`config.mk`:
```
export PLATFORM = sky130hd
export DESIGN_NAME = fast_ethernet_tx_line_coder
export DESIGN_NICKNAME = d
export VERILOG_FILES = /design/src/code_5b.v /design/src/fast_ethernet_tx_line_coder.v /design/src/nibble_buf.v
export VERILOG_INCLUDE_DIRS = /design/src
export SDC_FILE = /design/constraint.sdc
export NUM_CORES = 1
export LEC_CHECK = 0
export BUFFER_PORTS_ARGS = -buffer_cell sky130_fd_sc_hd__clkbuf_2
export CAP_MARGIN = 40
export CORE_MARGIN = 2
export CORE_UTILIZATION = 55
export DETAILED_ROUTE_END_ITERATION = 6
export PLACE_DENSITY = 0.74
export SLEW_MARGIN = 20
export SYNTH_ARGS = -nofsm -noshare
export SYNTH_HDL_FRONTEND = slang
export SYNTH_SLANG_ARGS = --single-unit
```
`constraint.sdc`:
```
create_clock -name clk_i -period 3.1 [get_ports clk_i]
set_input_delay 0.31 -clock clk_i [delete_from_list [all_inputs] [get_ports clk_i]]
set_output_delay 0.31 -clock clk_i [all_outputs]
set_load 0.005 [all_outputs]
```
`src/fe_line_coder_defines.vh`:
```
// Constants for the 100 Mbps line coder: code-groups, seeds and timing
//Summary of operation
// (RULE1) Each data nibble maps to its fixed 5-bit code-group from the table.
// (RULE2) A frame start replaces two preamble nibbles by code-groups 11000, 10001.
// (RULE3) Remaining preamble and data nibbles are each coded to their group.
// (RULE4) When transmit enable falls, send 01101 then 00111.
// (RULE5) After the end pair, send idle 11111 until transmit enable returns.
// (RULE6) Code-group 00100 is the halt group that marks an error.
// (RULE7) Low-power idle: enable low, error high, nibble 0001, group 00000.
// (RULE8) Idle, start, end or undefined groups inside a frame raise receive error.
// (RULE9) An 11-bit closed-loop LFSR is XORed with each serial encoder bit.
// (RULE10) A bypass input passes encoded bits through unscrambled.
// (RULE11) NRZI coding is always applied before the driver, never bypassed.
// (RULE12) Two drive streams carry alternate one events, giving MLT-3.
// (RULE13) Transmit accepts 4-bit nibbles and sends five line bits per nibble.
// (RULE14) Receive gives 4-bit nibbles and 2-bit RMII words.
// (RULE15) Receive descrambles, aligns, decodes, checks link and bad start.
// (RULE16) Transmit follows the idle, start, data, end, error sequence; the code goes from end back to idle and has no error state.
// (RULE17) Scrambler uses x^11+x^9+1, never all zero; descrambler locks on idle.
// (RULE18) NRZI toggles on each one; MLT-3 steps +1,0,-1,0 on each one.
// (RULE19) Error with enable during a frame sends the halt group.
`ifndef FE_LINE_CODER_DEFINES_VH
`define FE_LINE_CODER_DEFINES_VH

// Control code-groups, first transmitted bit in bit 4
`define SYM_I      5'h1f
`define SYM_J      5'h18
`define SYM_K      5'h11
`define SYM_T      5'h0d
`define SYM_R      5'h07
`define SYM_H      5'h04
`define SYM_P      5'h00
`define SSD_PAIR   10'h311
`define LPI_NIB    4'h1

// Scrambler seed, any non-zero value
`define LFSR_INIT  11'h7ff

// Consecutive idle bits needed to declare descrambler lock
`define LOCK_ONES  7'h3c

// Clock rate and loss-of-lock time
`define CLK_MHZ    20
`define UNLOCK_US  722

`endif

```
`src/code_5b.v`:
```
// 4B/5B data code-group encoder and decoder
`timescale 1ns/1ps
module code_5b (
  // Encode side
  input  wire [3:0] nib_i,
  output wire [4:0] sym_o,
  // Decode side
  input  wire [4:0] grp_i,
  output reg  [3:0] nib_o,
  output wire       data_o
);

  wire [15:0] hit;

  // Fixed data mapping
  function [4:0] enc;
    input [3:0] n;
    begin
      case (n)
        4'h0: enc = 5'h1e;
        4'h1: enc = 5'h09;
        4'h2: enc = 5'h14;
        4'h3: enc = 5'h15;
        4'h4: enc = 5'h0a;
        4'h5: enc = 5'h0b;
        4'h6: enc = 5'h0e;
        4'h7: enc = 5'h0f;
        4'h8: enc = 5'h12;
        4'h9: enc = 5'h13;
        4'ha: enc = 5'h16;
        4'hb: enc = 5'h17;
        4'hc: enc = 5'h1a;
        4'hd: enc = 5'h1b;
        4'he: enc = 5'h1c;
        default: enc = 5'h1d;
      endcase
    end
  endfunction

  assign sym_o = enc(nib_i); // RULE1

  // One comparator per data code-group
  genvar i;
  generate
    for (i = 0; i < 16; i = i + 1)
    begin : g_dec
      assign hit[i] = (grp_i == enc(i[3:0]));
    end
  endgenerate

  assign data_o = |hit;

  // Nibble of the matching entry
  integer k;
  always @*
  begin
    nib_o = 4'h0;
    for (k = 0; k < 16; k = k + 1)
      if (hit[k])
        nib_o = k[3:0];
  end

endmodule

```
`src/fast_ethernet_tx_line_coder.v`:
```
// 100 Mbps PCS/PMA coding path: 4B/5B, scrambling, NRZI, MLT-3 and receive
`timescale 1ns/1ps
`include "fe_line_coder_defines.vh"
module fast_ethernet_tx_line_coder #(
  parameter [14:0] UNLOCK_CYC = `UNLOCK_US * `CLK_MHZ
) (
  // Clock and reset
  input  wire       clk_i,
  input  wire       rst_i,
  // MAC transmit nibbles
  input  wire       tx_valid_i,
  output wire       tx_ready_o,
  input  wire       tx_en_i,
  input  wire       tx_er_i,
  input  wire [3:0] txd_i,
  // Configuration
  input  wire       scr_bypass_i,
  // Line transmit
  output reg        nrzi_o,
  output reg        mlt_pos_o,
  output reg        mlt_neg_o,
  // Line receive, recovered NRZI bit
  input  wire       rx_nrzi_i,
  // MII receive
  output reg  [3:0] rxd_o,
  output reg        rx_dv_o,
  output reg        rx_er_o,
  output reg        rx_strobe_o,
  // RMII receive
  output reg  [1:0] rmii_rxd_o,
  output reg        rmii_strobe_o,
  // Status
  output reg        link_up_o,
  output reg        bad_ssd_o
);

  // Transmit states, group to send at the next boundary
  localparam [3:0] T_IDLE = 4'h1;
  localparam [3:0] T_K    = 4'h2;
  localparam [3:0] T_DATA = 4'h4;
  localparam [3:0] T_END  = 4'h8;

  // Receive states
  localparam [4:0] R_IDLE = 5'h01;
  localparam [4:0] R_DATA = 5'h02;
  localparam [4:0] R_END  = 5'h04;
  localparam [4:0] R_LPI  = 5'h08;
  localparam [4:0] R_BAD  = 5'h10;

  // Transmit signals
  wire        b_valid;
  wire [5:0]  b_data;
  wire        b_en;
  wire        b_er;
  wire [3:0]  b_nib;
  wire [4:0]  enc_sym;
  reg  [3:0]  tstate;
  reg  [3:0]  next_tstate;
  reg  [4:0]  next_sym;
  reg         take;
  reg  [4:0]  tsh;
  reg  [2:0]  bcnt;
  reg  [10:0] sl;
  reg  [1:0]  phase;
  wire        load;
  wire        skey;
  wire        tbit;
  wire [1:0]  next_phase;

  // Receive signals
  reg         s1;
  reg         s2;
  reg         prev;
  wire        nrz;
  reg  [10:0] dl;
  wire        dkey;
  wire        d;
  reg  [6:0]  ones;
  reg         locked;
  reg  [14:0] tmo;
  reg  [9:0]  sh;
  reg  [3:0]  ssd_cnt;
  reg  [2:0]  gcnt;
  reg  [4:0]  rstate;
  reg  [1:0]  rm_cnt;
  wire [3:0]  dec_nib;
  wire        dec_data;
  wire        grp_done;
  wire [4:0]  grp;

  // Nibble buffer absorbs the five-clock group pace
  nibble_buf u_buf (
    .clk_i       (clk_i),
    .rst_i       (rst_i),
    .in_valid_i  (tx_valid_i),
    .in_ready_o  (tx_ready_o),
    .in_data_i   ({tx_en_i, tx_er_i, txd_i}),
    .out_valid_o (b_valid),
    .out_ready_i (take),
    .out_data_o  (b_data)
  );

  assign b_en  = b_data[5];
  assign b_er  = b_data[4];
  assign b_nib = b_data[3:0];

  // Shared code table, encode and decode halves
  code_5b u_code (
    .nib_i  (b_nib),
    .sym_o  (enc_sym),
    .grp_i  (grp),
    .nib_o  (dec_nib),
    .data_o (dec_data)
  );

  // A new code-group is chosen every fifth clock
  assign load = (bcnt == 3'h4); // RULE13

  // Transmit sequencing at each group boundary
  always @*
  begin
    next_tstate = tstate;
    next_sym    = `SYM_I;
    take        = 1'b0;
    case (tstate)
      T_IDLE:
      begin
        if (load && b_valid)
        begin
          take = 1'b1;
          if (b_en)
          begin
            next_sym    = `SYM_J; // RULE2
            next_tstate = T_K;
          end
          else if (b_er && b_nib == `LPI_NIB)
            next_sym = `SYM_P; // RULE7
          else
            next_sym = `SYM_I; // RULE5
        end
      end
      T_K:
      begin
        next_sym = `SYM_K; // RULE2
        if (load)
        begin
          take        = b_valid;
          next_tstate = T_DATA;
        end
      end
      T_DATA:
      begin
        if (b_valid && b_en)
        begin
          take     = load;
          next_sym = b_er ? `SYM_H : enc_sym; // RULE3 RULE19
        end
        else if (b_valid)
        begin
          next_sym = `SYM_T; // RULE4
          if (load)
            next_tstate = T_END;
        end
        else
          next_sym = `SYM_H; // RULE6
      end
      T_END:
      begin
        next_sym = `SYM_R; // RULE4
        if (load)
          next_tstate = T_IDLE; // RULE16
      end
      default:
      begin
        next_tstate = T_IDLE;
      end
    endcase
  end

  // Scrambler key and line bit
  assign skey = sl[10] ^ sl[8]; // RULE17
  assign tbit = scr_bypass_i ? tsh[4] : (tsh[4] ^ skey); // RULE9 RULE10
  assign next_phase = phase + {1'b0, tbit}; // RULE18

  // Serializer, scrambler, NRZI and MLT-3 phase
  always @(posedge clk_i)
  begin
    if (rst_i)
    begin
      tstate    <= T_IDLE;
      tsh       <= `SYM_I;
      bcnt      <= 3'h0;
      sl        <= `LFSR_INIT;
      nrzi_o    <= 1'b0;
      phase     <= 2'h0;
      mlt_pos_o <= 1'b0;
      mlt_neg_o <= 1'b0;
    end
    else
    begin
      if (load)
      begin
        tstate <= next_tstate;
        tsh    <= next_sym;
        bcnt   <= 3'h0;
      end
      else
      begin
        tsh  <= {tsh[3:0], 1'b0};
        bcnt <= bcnt + 3'h1;
      end
      if (sl == 11'h000)
        sl <= `LFSR_INIT; // RULE17
      else
        sl <= {sl[9:0], skey}; // RULE9
      nrzi_o    <= nrzi_o ^ tbit; // RULE11 RULE18
      phase     <= next_phase;
      mlt_pos_o <= (next_phase == 2'h1); // RULE12
      mlt_neg_o <= (next_phase == 2'h3); // RULE12
    end
  end

  // Receive bit: NRZI back to NRZ, then descramble
  assign nrz  = s2 ^ prev;
  assign dkey = dl[10] ^ dl[8];
  assign d    = nrz ^ dkey; // RULE15
  assign grp  = sh[4:0];
  assign grp_done = (gcnt == 3'h5);

  // Pin synchroniser, descrambler lock and link monitor
  always @(posedge clk_i)
  begin
    if (rst_i)
    begin
      s1        <= 1'b0;
      s2        <= 1'b0;
      prev      <= 1'b0;
      dl        <= 11'h000;
      ones      <= 7'h00;
      locked    <= 1'b0;
      tmo       <= 15'h0000;
      link_up_o <= 1'b0;
    end
    else
    begin
      s1   <= rx_nrzi_i;
      s2   <= s1;
      prev <= s2;
      if (locked)
        dl <= {dl[9:0], dkey};
      else
        dl <= {dl[9:0], ~nrz}; // RULE17
      if (!d)
        ones <= 7'h00;
      else if (ones != `LOCK_ONES)
        ones <= ones + 7'h01;
      if (!locked)
      begin
        tmo <= 15'h0000;
        if (ones == `LOCK_ONES)
          locked <= 1'b1; // RULE17
      end
      else if (rstate == R_IDLE && sh[4:0] == `SYM_I)
        tmo <= 15'h0000;
      else if (tmo == UNLOCK_CYC - 15'h0001)
        locked <= 1'b0; // RULE15
      else
        tmo <= tmo + 15'h0001;
      link_up_o <= locked; // RULE15
    end
  end

  // Alignment, 5B/4B decode and error reporting
  always @(posedge clk_i)
  begin
    if (rst_i)
    begin
      sh          <= 10'h3ff;
      ssd_cnt     <= 4'h0;
      gcnt        <= 3'h0;
      rstate      <= R_IDLE;
      rxd_o       <= 4'h0;
      rx_dv_o     <= 1'b0;
      rx_er_o     <= 1'b0;
      rx_strobe_o <= 1'b0;
      bad_ssd_o   <= 1'b0;
    end
    else
    begin
      sh          <= {sh[8:0], d}; // RULE15
      rx_strobe_o <= 1'b0;
      bad_ssd_o   <= 1'b0;
      gcnt        <= grp_done ? 3'h1 : gcnt + 3'h1;
      if (!locked)
      begin
        rstate  <= R_IDLE;
        ssd_cnt <= 4'h0;
        rx_dv_o <= 1'b0;
        rx_er_o <= 1'b0;
      end
      else
      case (rstate)
        R_IDLE:
        begin
          rx_er_o <= 1'b0;
          if (ssd_cnt == 4'h8)
          begin
            ssd_cnt <= 4'h0;
            if (sh == `SSD_PAIR)
            begin
              rstate <= R_DATA; // RULE15
              gcnt   <= 3'h1;
            end
            else if (sh[7:0] == 8'h00)
            begin
              rstate  <= R_LPI; // RULE7
              rxd_o   <= `LPI_NIB;
              rx_er_o <= 1'b1;
            end
            else
            begin
              rstate    <= R_BAD;
              bad_ssd_o <= 1'b1; // RULE15
            end
          end
          else if (ssd_cnt != 4'h0 || !d)
            ssd_cnt <= ssd_cnt + 4'h1;
        end
        R_DATA:
        begin
          if (grp_done)
          begin
            rx_strobe_o <= 1'b1;
            if (dec_data)
            begin
              rxd_o   <= dec_nib; // RULE14
              rx_dv_o <= 1'b1;
              rx_er_o <= 1'b0;
            end
            else if (grp == `SYM_T)
            begin
              rstate      <= R_END;
              rx_strobe_o <= 1'b0;
            end
            else
            begin
              rx_er_o <= 1'b1; // RULE8
              if (grp == `SYM_I)
              begin
                rstate  <= R_IDLE;
                rx_dv_o <= 1'b0;
              end
            end
          end
        end
        R_END:
        begin
          if (grp_done)
          begin
            rstate  <= R_IDLE;
            rx_dv_o <= 1'b0;
            rx_er_o <= (grp != `SYM_R);
          end
        end
        R_LPI:
        begin
          if (sh[4:0] == `SYM_I)
          begin
            rstate  <= R_IDLE;
            rx_er_o <= 1'b0;
          end
        end
        R_BAD:
        begin
          if (sh == 10'h3ff)
            rstate <= R_IDLE;
        end
        default:
        begin
          rstate <= R_IDLE;
        end
      endcase
    end
  end

  // RMII dibits, low pair first, after each nibble strobe
  always @(posedge clk_i)
  begin
    if (rst_i)
    begin
      rm_cnt        <= 2'h0;
      rmii_rxd_o    <= 2'h0;
      rmii_strobe_o <= 1'b0;
    end
    else
    begin
      rmii_strobe_o <= 1'b0;
      if (rx_strobe_o)
      begin
        rmii_rxd_o    <= rxd_o[1:0]; // RULE14
        rmii_strobe_o <= 1'b1;
        rm_cnt        <= 2'h1;
      end
      else if (rm_cnt == 2'h1)
      begin
        rmii_rxd_o    <= rxd_o[3:2];
        rmii_strobe_o <= 1'b1;
        rm_cnt        <= 2'h0;
      end
    end
  end

endmodule

```
`src/nibble_buf.v`:
```
// Two-entry buffer for transmit nibbles with valid and ready on each side
`timescale 1ns/1ps
module nibble_buf (
  // Clock and reset
  input  wire       clk_i,
  input  wire       rst_i,
  // Filling side
  input  wire       in_valid_i,
  output wire       in_ready_o,
  input  wire [5:0] in_data_i,
  // Draining side
  output wire       out_valid_o,
  input  wire       out_ready_i,
  output wire [5:0] out_data_o
);

  reg  [5:0] mem [0:1];
  reg        wptr;
  reg        rptr;
  reg  [1:0] cnt;
  wire       push;
  wire       pop;

  // Handshakes and head entry
  assign in_ready_o  = (cnt != 2'h2);
  assign out_valid_o = (cnt != 2'h0);
  assign out_data_o  = mem[rptr];
  assign push        = in_valid_i & in_ready_o;
  assign pop         = out_valid_o & out_ready_i;

  // Storage and pointers
  always @(posedge clk_i)
  begin
    if (rst_i)
    begin
      wptr <= 1'b0;
      rptr <= 1'b0;
      cnt  <= 2'h0;
    end
    else
    begin
      if (push)
      begin
        mem[wptr] <= in_data_i;
        wptr      <= ~wptr;
      end
      if (pop)
        rptr <= ~rptr;
      cnt <= cnt + {1'b0, push} - {1'b0, pop};
    end
  end

endmodule

```
Yosys cells after proc, flatten, opt, wreduce, memory -nomap -nowiden --
Memory sizes are Yosys's and may differ from the RTL's. A register that Yosys moved wholly into a read port is not among the register bits. Cells that the tools add are included.
Word-level totals: ROM bits 80, output and inout port bits 16, memories kept 2, register bits after elaboration 104, memory bits (writable) 12
Operators by class: equal/unequal tests 55, muxes and demuxes 89, $add $sub $neg 8, reduce and logical (&&, ||, !) cells 29, bitwise logic cells 17
Memory list:
- (no name shown) | words 16, bits a word 5, rd ports 1, clocked after Yosys merged registers in 0, write ports 0, RTL line code_5b.v:19 | case (n)
- u_buf.mem | words 2, bits a word 6, rd ports 1, clocked after Yosys merged registers in 1, write ports 1, RTL line nibble_buf.v:17 | reg [5:0] mem [0:1];
Operator list (number):
- 2-to-1 mux 4 bit | 20
- 2-to-1 mux 5 bit | 15
- equality test 5 bit, second input constant | 13
- equality test 5 x 4 -> 1 bit, second input constant | 7
- 2-to-1 mux 1 bit | 34
- 2-to-1 mux 3 bit | 9
- case mux 5 bit (5 select lines) | 1
- inequality test 2 bit, second input constant | 12
- equality test 10 bit, second input constant | 2
- case mux 5 bit (4 select lines) | 1
- AND reduction 5 bit | 4
- OR reduction 16 bit | 1
- adder 15 x 1 -> 15 bit, second input constant | 1
- equality test 15 x 14 -> 1 bit, second input constant | 1
- case mux 4 bit (3 select lines) | 1
- zero test 11 bit | 1
- nonzero test 2 bit | 5
- NOT 1 bit | 9
- equality test 4 x 1 -> 1 bit, second input constant | 2
- equality test 4 bit, second input constant | 2
- zero test 8 bit | 1
- 2-to-1 mux 2 bit | 4
- case mux 4 bit (2 select lines) | 1
- nonzero test 4 bit | 2
- 32 further kinds | 49

Longest topological paths before layout --
Gate-level depths: netlist (run 1).
depth in word-level cells 19, mapped depth 10, gate-level depth less buffers 10

By module --
Synthesis (run 1) repeated with hierarchy kept, for this count alone.
Unflattened totals: cell total of the unflattened synthesis 534, area total of the unflattened synthesis 5067.4 um^2
By module, submodules not included:
- fast_ethernet_tx_line_coder | instances 1, cells an instance 459, area each 4192.8 um^2
- nibble_buf | instances 1, cells an instance 44, area each 680.7 um^2
- code_5b | instances 1, cells an instance 31, area each 193.9 um^2

Worst setup path before layout (run 1) --
OpenSTA, ideal clock, no wires.
path kind register -> register, start point register tstate[2], end point register u_buf.cnt[1], required time 2.972 ns, buffers on the path 1, cell stages (with the launch flop) 11, arrival 2.146 ns, setup slack 0.826 ns, period minus slack after synthesis 2.274 ns, library setup time 0.128 ns, cells stage by stage dfxtp_1 buf_2 nor4b_2 nor3_1 a2111oi_2 ha_1 inv_1 ha_1 xor2_1 xnor2_1 nor2_1
On the way: cells in the longest elaborated chain, start to end 4
RTL lines:
- start: declaration | RTL line fast_ethernet_tx_line_coder.v:57 | reg [3:0] tstate;
- start signal: assignment | RTL line fast_ethernet_tx_line_coder.v:203 | tstate <= next_tstate;
- equality test 4 x 3 -> 1 bit, or another cell as far along | RTL line fast_ethernet_tx_line_coder.v:125 | case (tstate)
- case mux 1 bit (3 select lines) * | RTL line fast_ethernet_tx_line_coder.v:125
- bitwise AND 1 bit * | RTL line nibble_buf.v:29 | assign pop = out_valid_o & out_ready_i;
- net u_buf.pop | RTL line nibble_buf.v:22 | wire pop;
- subtractor 2 x 1 -> 2 bit * | RTL line nibble_buf.v:49 | cnt <= cnt + {1'b0, push} - {1'b0, pop};
- end signal: assignment | RTL line nibble_buf.v:49
- end: declaration | RTL line nibble_buf.v:20 | reg [1:0] cnt;
Mark *: on every way through the listed nets, which the timed path passes. The rest lies on a longest branch. A chain may end at the register's enable or synchronous reset.

Worst setup path in the final report (run 1) --
start point register tstate[0], end point register u_buf.cnt[1]
The elaborated chain is that of the path after synthesis.

==> key figures, run 1 <==
Floorplan
  – Die X: about 100 µm
  – Std cell rows: 35
  – Die area: 10200 µm²
  – Total core area: a little over 9000 µm²
  – Initial Util: around 56%
  – # IOs: 27
  – Die Span Y: around 100 µm

Synth
  – Area fraction of the dominant cell type after synthesis: between 40% and 50%
  – Synth cell count leaders: dfxtp_1 (105), nor2_1 (61), nand2_1 (31), a21oi_1 (25), nor2b_1 (23)
  – Number of flops mapped to enable cells by yosys: 12
  – Fraction of synthesized area in multiplexers: 1.96%
  – Count leader, synth: dfxtp_1
  – #FFs+latches synth: 117
  – Avg Inst Size Synth: approximately 9.5 µm²
  – Mapped Area: roughly 5200 µm²
  – Xor/xnor share of the synthesized area: slightly above 6%
  – Synth async-reset ratio: 0%
  – Post-synthesis compound-gate area fraction: between 10% and 20%
  – Yosys cell types: 73
  – Post-synthesis adder-cell area fraction: under 10%
  – Most frequently used flop master after synthesis: dfxtp_1
  – Largest family of logic cells by synthesized area: simple AND/OR/NAND/NOR gates
  – Synth Net Count: ~560
  – Top cell type by total area after synthesis: dfxtp_1
  – Post-synthesis instance total: 541
  – Part of the Yosys area used for sequential elements: 47.7%
  – YS warnings: 0
  – Synth top area cells: dfxtp_1 (41%), edfxtp_1 (7.0%), nor2_1 (4.4%)
  – Synth Area in Simple Gates: around a quarter

STA
  – Worst Tran Pin Value: roughly 0.81 ns
  – Slew headroom: 45.6%
  – Setup ws final: 0.512 ns
  – Setup TNS: 0 ns
  – Final hold vios: 0
  – Unrepaired setup endpoints after global routing: no
  – Number of setup violations in the final report: 0
  – Final worst-path cycle share: around 83%
  – Final clock skew: slightly above 0.009 ns
  – Hold WS: 0.0222 ns
  – Pins Over Slew Limit: 0
  – Min Tclk post-route: roughly 2.6 ns
  – Max Clock Freq: a little under 400 MHz

CTS
  – # Post-CTS Setup Buffers: 0
  – Clock buffer depth: 2
  – Clock Latency Late Sink: approximately 0.51 ns
  – H-tree depth: 4
  – Clk slew on worst S/H paths: roughly 0.060 ns
  – Clock Sinks: between 100 and 150
  – CTS Buf Count: 17
  – CTS tree: built
  – Clock root buffer: clkbuf_8

Placement
  – Number of cells after detailed placement: 659
  – Place WS: about 0.55 ns
  – Gpl congestion: approximately 0.93
  – Port Buf Inserts: 26
  – Post-DP HPWL: around 6800 µm
  – Post-place instance area: 5330 µm²

Final layout
  – Non-Filler Instances: about 700
  – Fraction of layout cells with a size suffix above 1: between 10% and 20%
  – Cell area after layout: between 5000 and 6000 µm²
  – Final Util: 65.2%
  – Area grow syn2layout: 15.6%
  – Antenna diodes: 0
  – Nets: ~600

Route
  – DR top layer: met4
  – Metal2 WL: 4780 µm
  – Wire per inst: roughly 14 µm
  – Vias: 3933
  – Iter 0 DRT Violations: 156
  – Total Wirelength: about 9800 µm
  – Wl on met1: between 4000 and 5000 µm
  – Met3 WL: roughly 360 µm
  – Drt drc: 0
  – Router iterations before antenna repair: 4
  – Routed Antenna Nets: 0
  – DR vias/cell: about 5.6

Critical path
  – Worst-path fanout max: 9
  – CP startpoint kind: flip-flop
  – Crit path capture type: flip-flop
  – Reg2Reg Depth: 9
  – CP arrival: roughly 3.0 ns
  – CP Class: reg2reg
  – Data required, critical path: 3.50 ns

Status
  – Status: completed

Power and ir drop
  – Pwr dens: 617 nW/µm²
  – Total power: 3.68 mW
  – Leak: 2.25 nW
  – Peak VDD IR: between 0.4 and 0.5 mV

Global route
  – Initial antenna violation count: 0
  – GRT Total Usage: a little over a fifth
  – Largest net degree at the start of global routing: 28
  – Number of global-route vias before repair: between 3000 and 4000
  – Total gr overflow: 0
  – First-pass GRT wire length: around 17000 µm

Hold path
  – Worst hold path cell count: 2
  – Hold Crit Class: in2reg

Flow run
  – Max-Cap Viols: 0
==> power breakdown <==
group	leakage [nW]	internal [mW]	switching, mW
registers	0.964	1.58	0.0383
clock network	0.279	1.10	0.766
logic	1.00	0.0880	0.111
total	2.25	2.76	0.915
==> state kept, by name, summed over array words and instances, names as in the netlist, 2 cells and up, named ones only <==
register	count
tmo	15
ssd_cnt	4
rmii_rxd_o	2
ones	7
dl	11
rstate	5
sh	10
bcnt	3
tsh	5
u_buf.mem	12
tstate	4
u_buf.cnt	2
phase	2
rxd_o	4
gcnt	3
sl	11
==> path summary, 6_finish.rpt <==
path | endpoint | from | slack (ns)
setup reg to reg | u_buf.cnt[1] | tstate[0] | 0.51
setup / recovery | u_buf.cnt[1] | tstate[0] | 0.51
hold / removal | s1 | rx_nrzi_i | 0.02
hold reg to reg | s2 | s1 | 0.44
==> critical path: stages (launching register included) <==
cell and delay, ns:
dfxtp_1 0.50, nor4b_2 0.55, nor3_1 0.19, a2111oi_2 0.35, ha_1 0.30, inv_1 0.06, ha_1 0.15, xor2_1 0.18
xnor2_1 0.13, nor2_1 0.05
==> routing by layer <==
metal	vias up	GRT usage, %
li1	1973	-
met1	1857	25.5
met2	83	34.5
met3	20	5.69
met4	0	9.46
met5	-	0
==> cell usage in the layout (no fill, tap or decap), drive strengths merged, types with 10 or more instances in the layout <==
cell type	instances
inv	29
ha	10
nor2b	23
nand2b	14
or2	13
o21ai	18
nand2	31
xnor2	19
a21oi	25
edfxtp	12
nor4	10
clkbuf	43
nor3	20
dfxtp	105
nand3	21
xor2	17
nor2	61
==> cells by family (layout without fill, tap and decap cells) <==
kind of cell             Yosys count  after routing
XOR/XNOR                          36             36
flip-flops                       117            117
adder cells (fa/ha/maj)           10             10
buffers and inverters             39             85
multiplexers                      10             10
AO/OA/AOI/OAI                     90             90
AND/OR/NAND/NOR                  239            239
==> area by class of cell <==
type                       instances  area, µm²
clock buffer                      17        414
sequential                       117       2460
multi-input combinational        385       2520
tap                              111        139
fill                             740       3190
inverter                          18       67.6
clock inverter                    15        158
timing repair buffer              35        210
==> what timing repair did <==
action	in CTS	in global routing
resized for setup	0	0
hold buffers	6	0
hold endpoints to repair	12	0
No activity file was read; power rests on OpenSTA's default activity.
==> run 2, diff against run 1 <==
clock period = 2.6 ns   (was 3.1 ns; I/O delays follow)
==> key figures, run 2 (synthesis results as in run 1) <==
Critical path
  – CP Class: reg2reg
  – Data required, critical path: 3.00 ns (-0.50 ns)
  – Cell count along the critical path: 9 (unchanged)
  – Crit path max-delay family: simple AND/OR/NAND/NOR gates
  – Worst path slowest cell: dfxtp_1
  – Worst path bufs/invs: 1 (unchanged)
  – Top cell by count, worst path: ha_1
  – Reg2Reg Depth: 9 (unchanged)
  – CP startpoint kind: flip-flop
  – Worst-path fanout max: 9 (unchanged)
  – Reg2reg setup slack: 0.20 ns (-0.31 ns)
  – Peak per-stage delay on the critical path: 0.51 ns (-0.04 ns)
  – Crit path capture type: flip-flop
  – CP arrival: 2.80 ns (-0.19 ns)
  – CP Cell Sequence: nor4b_4, nor3_1, a2111oi_2, ha_1, inv_1, ha_1, xor2_1, xnor2_1, nor2_1

CTS
  – # Post-CTS Setup Buffers: 0 (unchanged)
  – Clock root buffer: clkbuf_8
  – Clock Latency Late Sink: 0.52 ns (about the same)
  – Clock Sinks: 117 (unchanged)
  – CTS tree: built
  – CTS Buf Count: 17 (unchanged)
  – Clk slew on worst S/H paths: 0.06 ns (about the same)
  – H-tree depth: 4 (unchanged)
  – Clock buffer depth: 2 (unchanged)

Global route
  – First-pass GRT wire length: 17400 µm (+2.4%)
  – Grt met1 use: 25.7% (+0.14 points)
  – Initial antenna violation count: 0 (unchanged)
  – GRT Total Usage: 21.6% (+0.66 points)
  – Largest net degree at the start of global routing: 26 (-7.1%)
  – Busiest layer in global routing: met2
  – Routing usage on met3: 6.80% (+1.1 points)
  – GR Layer Usage met2: 36.1% (+1.6 points)
  – Total gr overflow: 0 (unchanged)
  – Number of global-route vias before repair: 3823 (+1.4%)

Route
  – Routed Antenna Nets: 0 (unchanged)
  – Vias: 4025 (+2.3%)
  – Total Wirelength: 10500 µm (+7.4%)
  – DR vias/cell: 5.69 (+1.0%)
  – Router iterations before antenna repair: 5 (+1)
  – Drt drc: 0 (unchanged)
  – Iter 0 DRT Violations: 239 (+53%)
  – Wire per inst: 14.8 µm (+6.1%)

Final layout
  – Max reg flops: 15 (unchanged)
  – Most common cell after layout, fill and taps aside: dfxtp_1
  – Register name with the most flops: tmo
  – Nets: 604 (+1.5%)
  – Antenna diodes: 0 (unchanged)
  – Fraction of layout cells with a size suffix above 1: 17.4% (+1.1 points)
  – Area grow syn2layout: 17.1%
  – Top flop regs: tmo: 15 flops, u_buf.mem: 12 flops
  – Most frequent cells in the layout: dfxtp_1 (105), nor2_1 (61), nand2_1 (31)

Power and ir drop
  – NetSw: 1.09 mW (+19%)
  – Sequential share of power: 43.5% (-0.4 points)
  – Total power: 4.43 mW (+20%)
  – Leak: 2.30 nW (+2.2%)
  – Clock power frac: 50.9% (+0.2 points)
  – Sw Share: 24.5% (-0.34 points)
  – P_int: 3.34 mW (+21%)
  – Peak VDD IR: 0.508 mV (+24%)
  – Pwr dens: 732 nW/µm² (+19%)
  – Logic pwr share: 5.7% (+0.3 points)

Hold path
  – Worst hold path cell count: 4 (+2)
  – Hold Crit Class: in2reg

Placement
  – Post-DP HPWL: 6970 µm (+2.2%)
  – Port Buf Inserts: 26 (unchanged)
  – Gpl congestion: 0.876 (-5.5%)

Floorplan
  – Initial Util: 56.4% (unchanged)
  – Die area: 10200 µm² (unchanged)
  – Die Span Y: 101 µm (unchanged)
  – # IOs: 27 (unchanged)
  – Die X: 101 µm (unchanged)
  – Total core area: 9150 µm² (unchanged)
  – Std cell rows: 35 (unchanged)

STA
  – Number of setup violations in the final report: 0 (unchanged)
  – Pins Over Slew Limit: 0 (unchanged)
  – Min Tclk post-route: 2.40 ns (-0.189 ns)
  – Slew headroom: 60.1% (+15 points)
  – Final clock skew: 0.00891 ns (-0.000308 ns)
  – Unrepaired setup endpoints after global routing: no
  – Final hold vios: 0 (unchanged)
  – Final worst-path cycle share: 92.3% (+8.8 points)
  – Setup TNS: 0 ns (unchanged)
  – Worst Tran Pin Value: 0.598 ns (-0.212 ns)
  – Max Clock Freq: 417 MHz (+7.9%)

Flow run
  – Max-Cap Viols: 0 (unchanged)

Status
  – Status: completed
==> run 2: path summary, 6_finish.rpt <==
path / from / endpoint
setup / recovery: tstate[1] / u_buf.cnt[1]
hold / removal: tx_valid_i / u_buf.wptr
setup reg to reg: tstate[1] / u_buf.cnt[1]
hold reg to reg: sl[6] / sl[7]
==> run 2: power by group through the flow <==
stage	Combinational, mW	Sequential (mW)	Clock (mW)
detailed placement	0.234	1.96	0
global placement	0.227	1.96	0
floorplan	0.183	1.95	0
CTS	0.246	1.92	2.28
global route	0.275	1.93	2.37
finish	0.250	1.92	2.25
==> run 2: repair_timing <==
action,4_1_cts,5_1_grt
hold buffers,7,0
endpoints found under the hold margin,13,0
setup endpoints to repair,0,1
gates resized for setup,0,1
==> run 2: layout make-up <==
cell class,count,area (µm²)
fill,719,3100
multi-input combinational,385,2520
sequential,117,2460
clock buffer,18,439
timing repair buffer,44,280
tap,111,139
clock inverter,14,135
inverter,18,67.6
==> run 2: worst register-to-register path, cell delays in order (launching register included) <==
cell and delay [ns]:
dfxtp_1 0.51, nor4b_4 0.35, nor3_1 0.13, a2111oi_2 0.35, ha_1 0.32, inv_1 0.06, ha_1 0.15, xor2_1 0.21
xnor2_1 0.15, nor2_1 0.05
==> run 2: metal layers <==
layer	part of all wire (%)	routed length [µm]	up-vias
met5	0	0	-
met4	2.3	239	0
met3	4.5	467	23
met2	49	5150	106
met1	44	4620	1899
li1	-	-	1997
==> run 2: per-stage QoR <==
step / cell area (µm²) / setup slack (ns) / util [%] / cells / hold WS (ns)
4_1_cts: 6030 / 0.155 / 65.9 / 705 / 0.108
6_report: 6050 / 0.201 / 66.1 / 707 / 0.135
5_1_grt: 6050 / 0.0461 / 66.1 / 707 / 0.161
3_5_place_dp: 5380 / 0.216 / 58.8 / 666 / 0.423
2_1_floorplan: 5160 / 0.326 / - / 541 / 0.359
3_3_place_gp: 5380 / 0.304 / 58.8 / 666 / 0.421
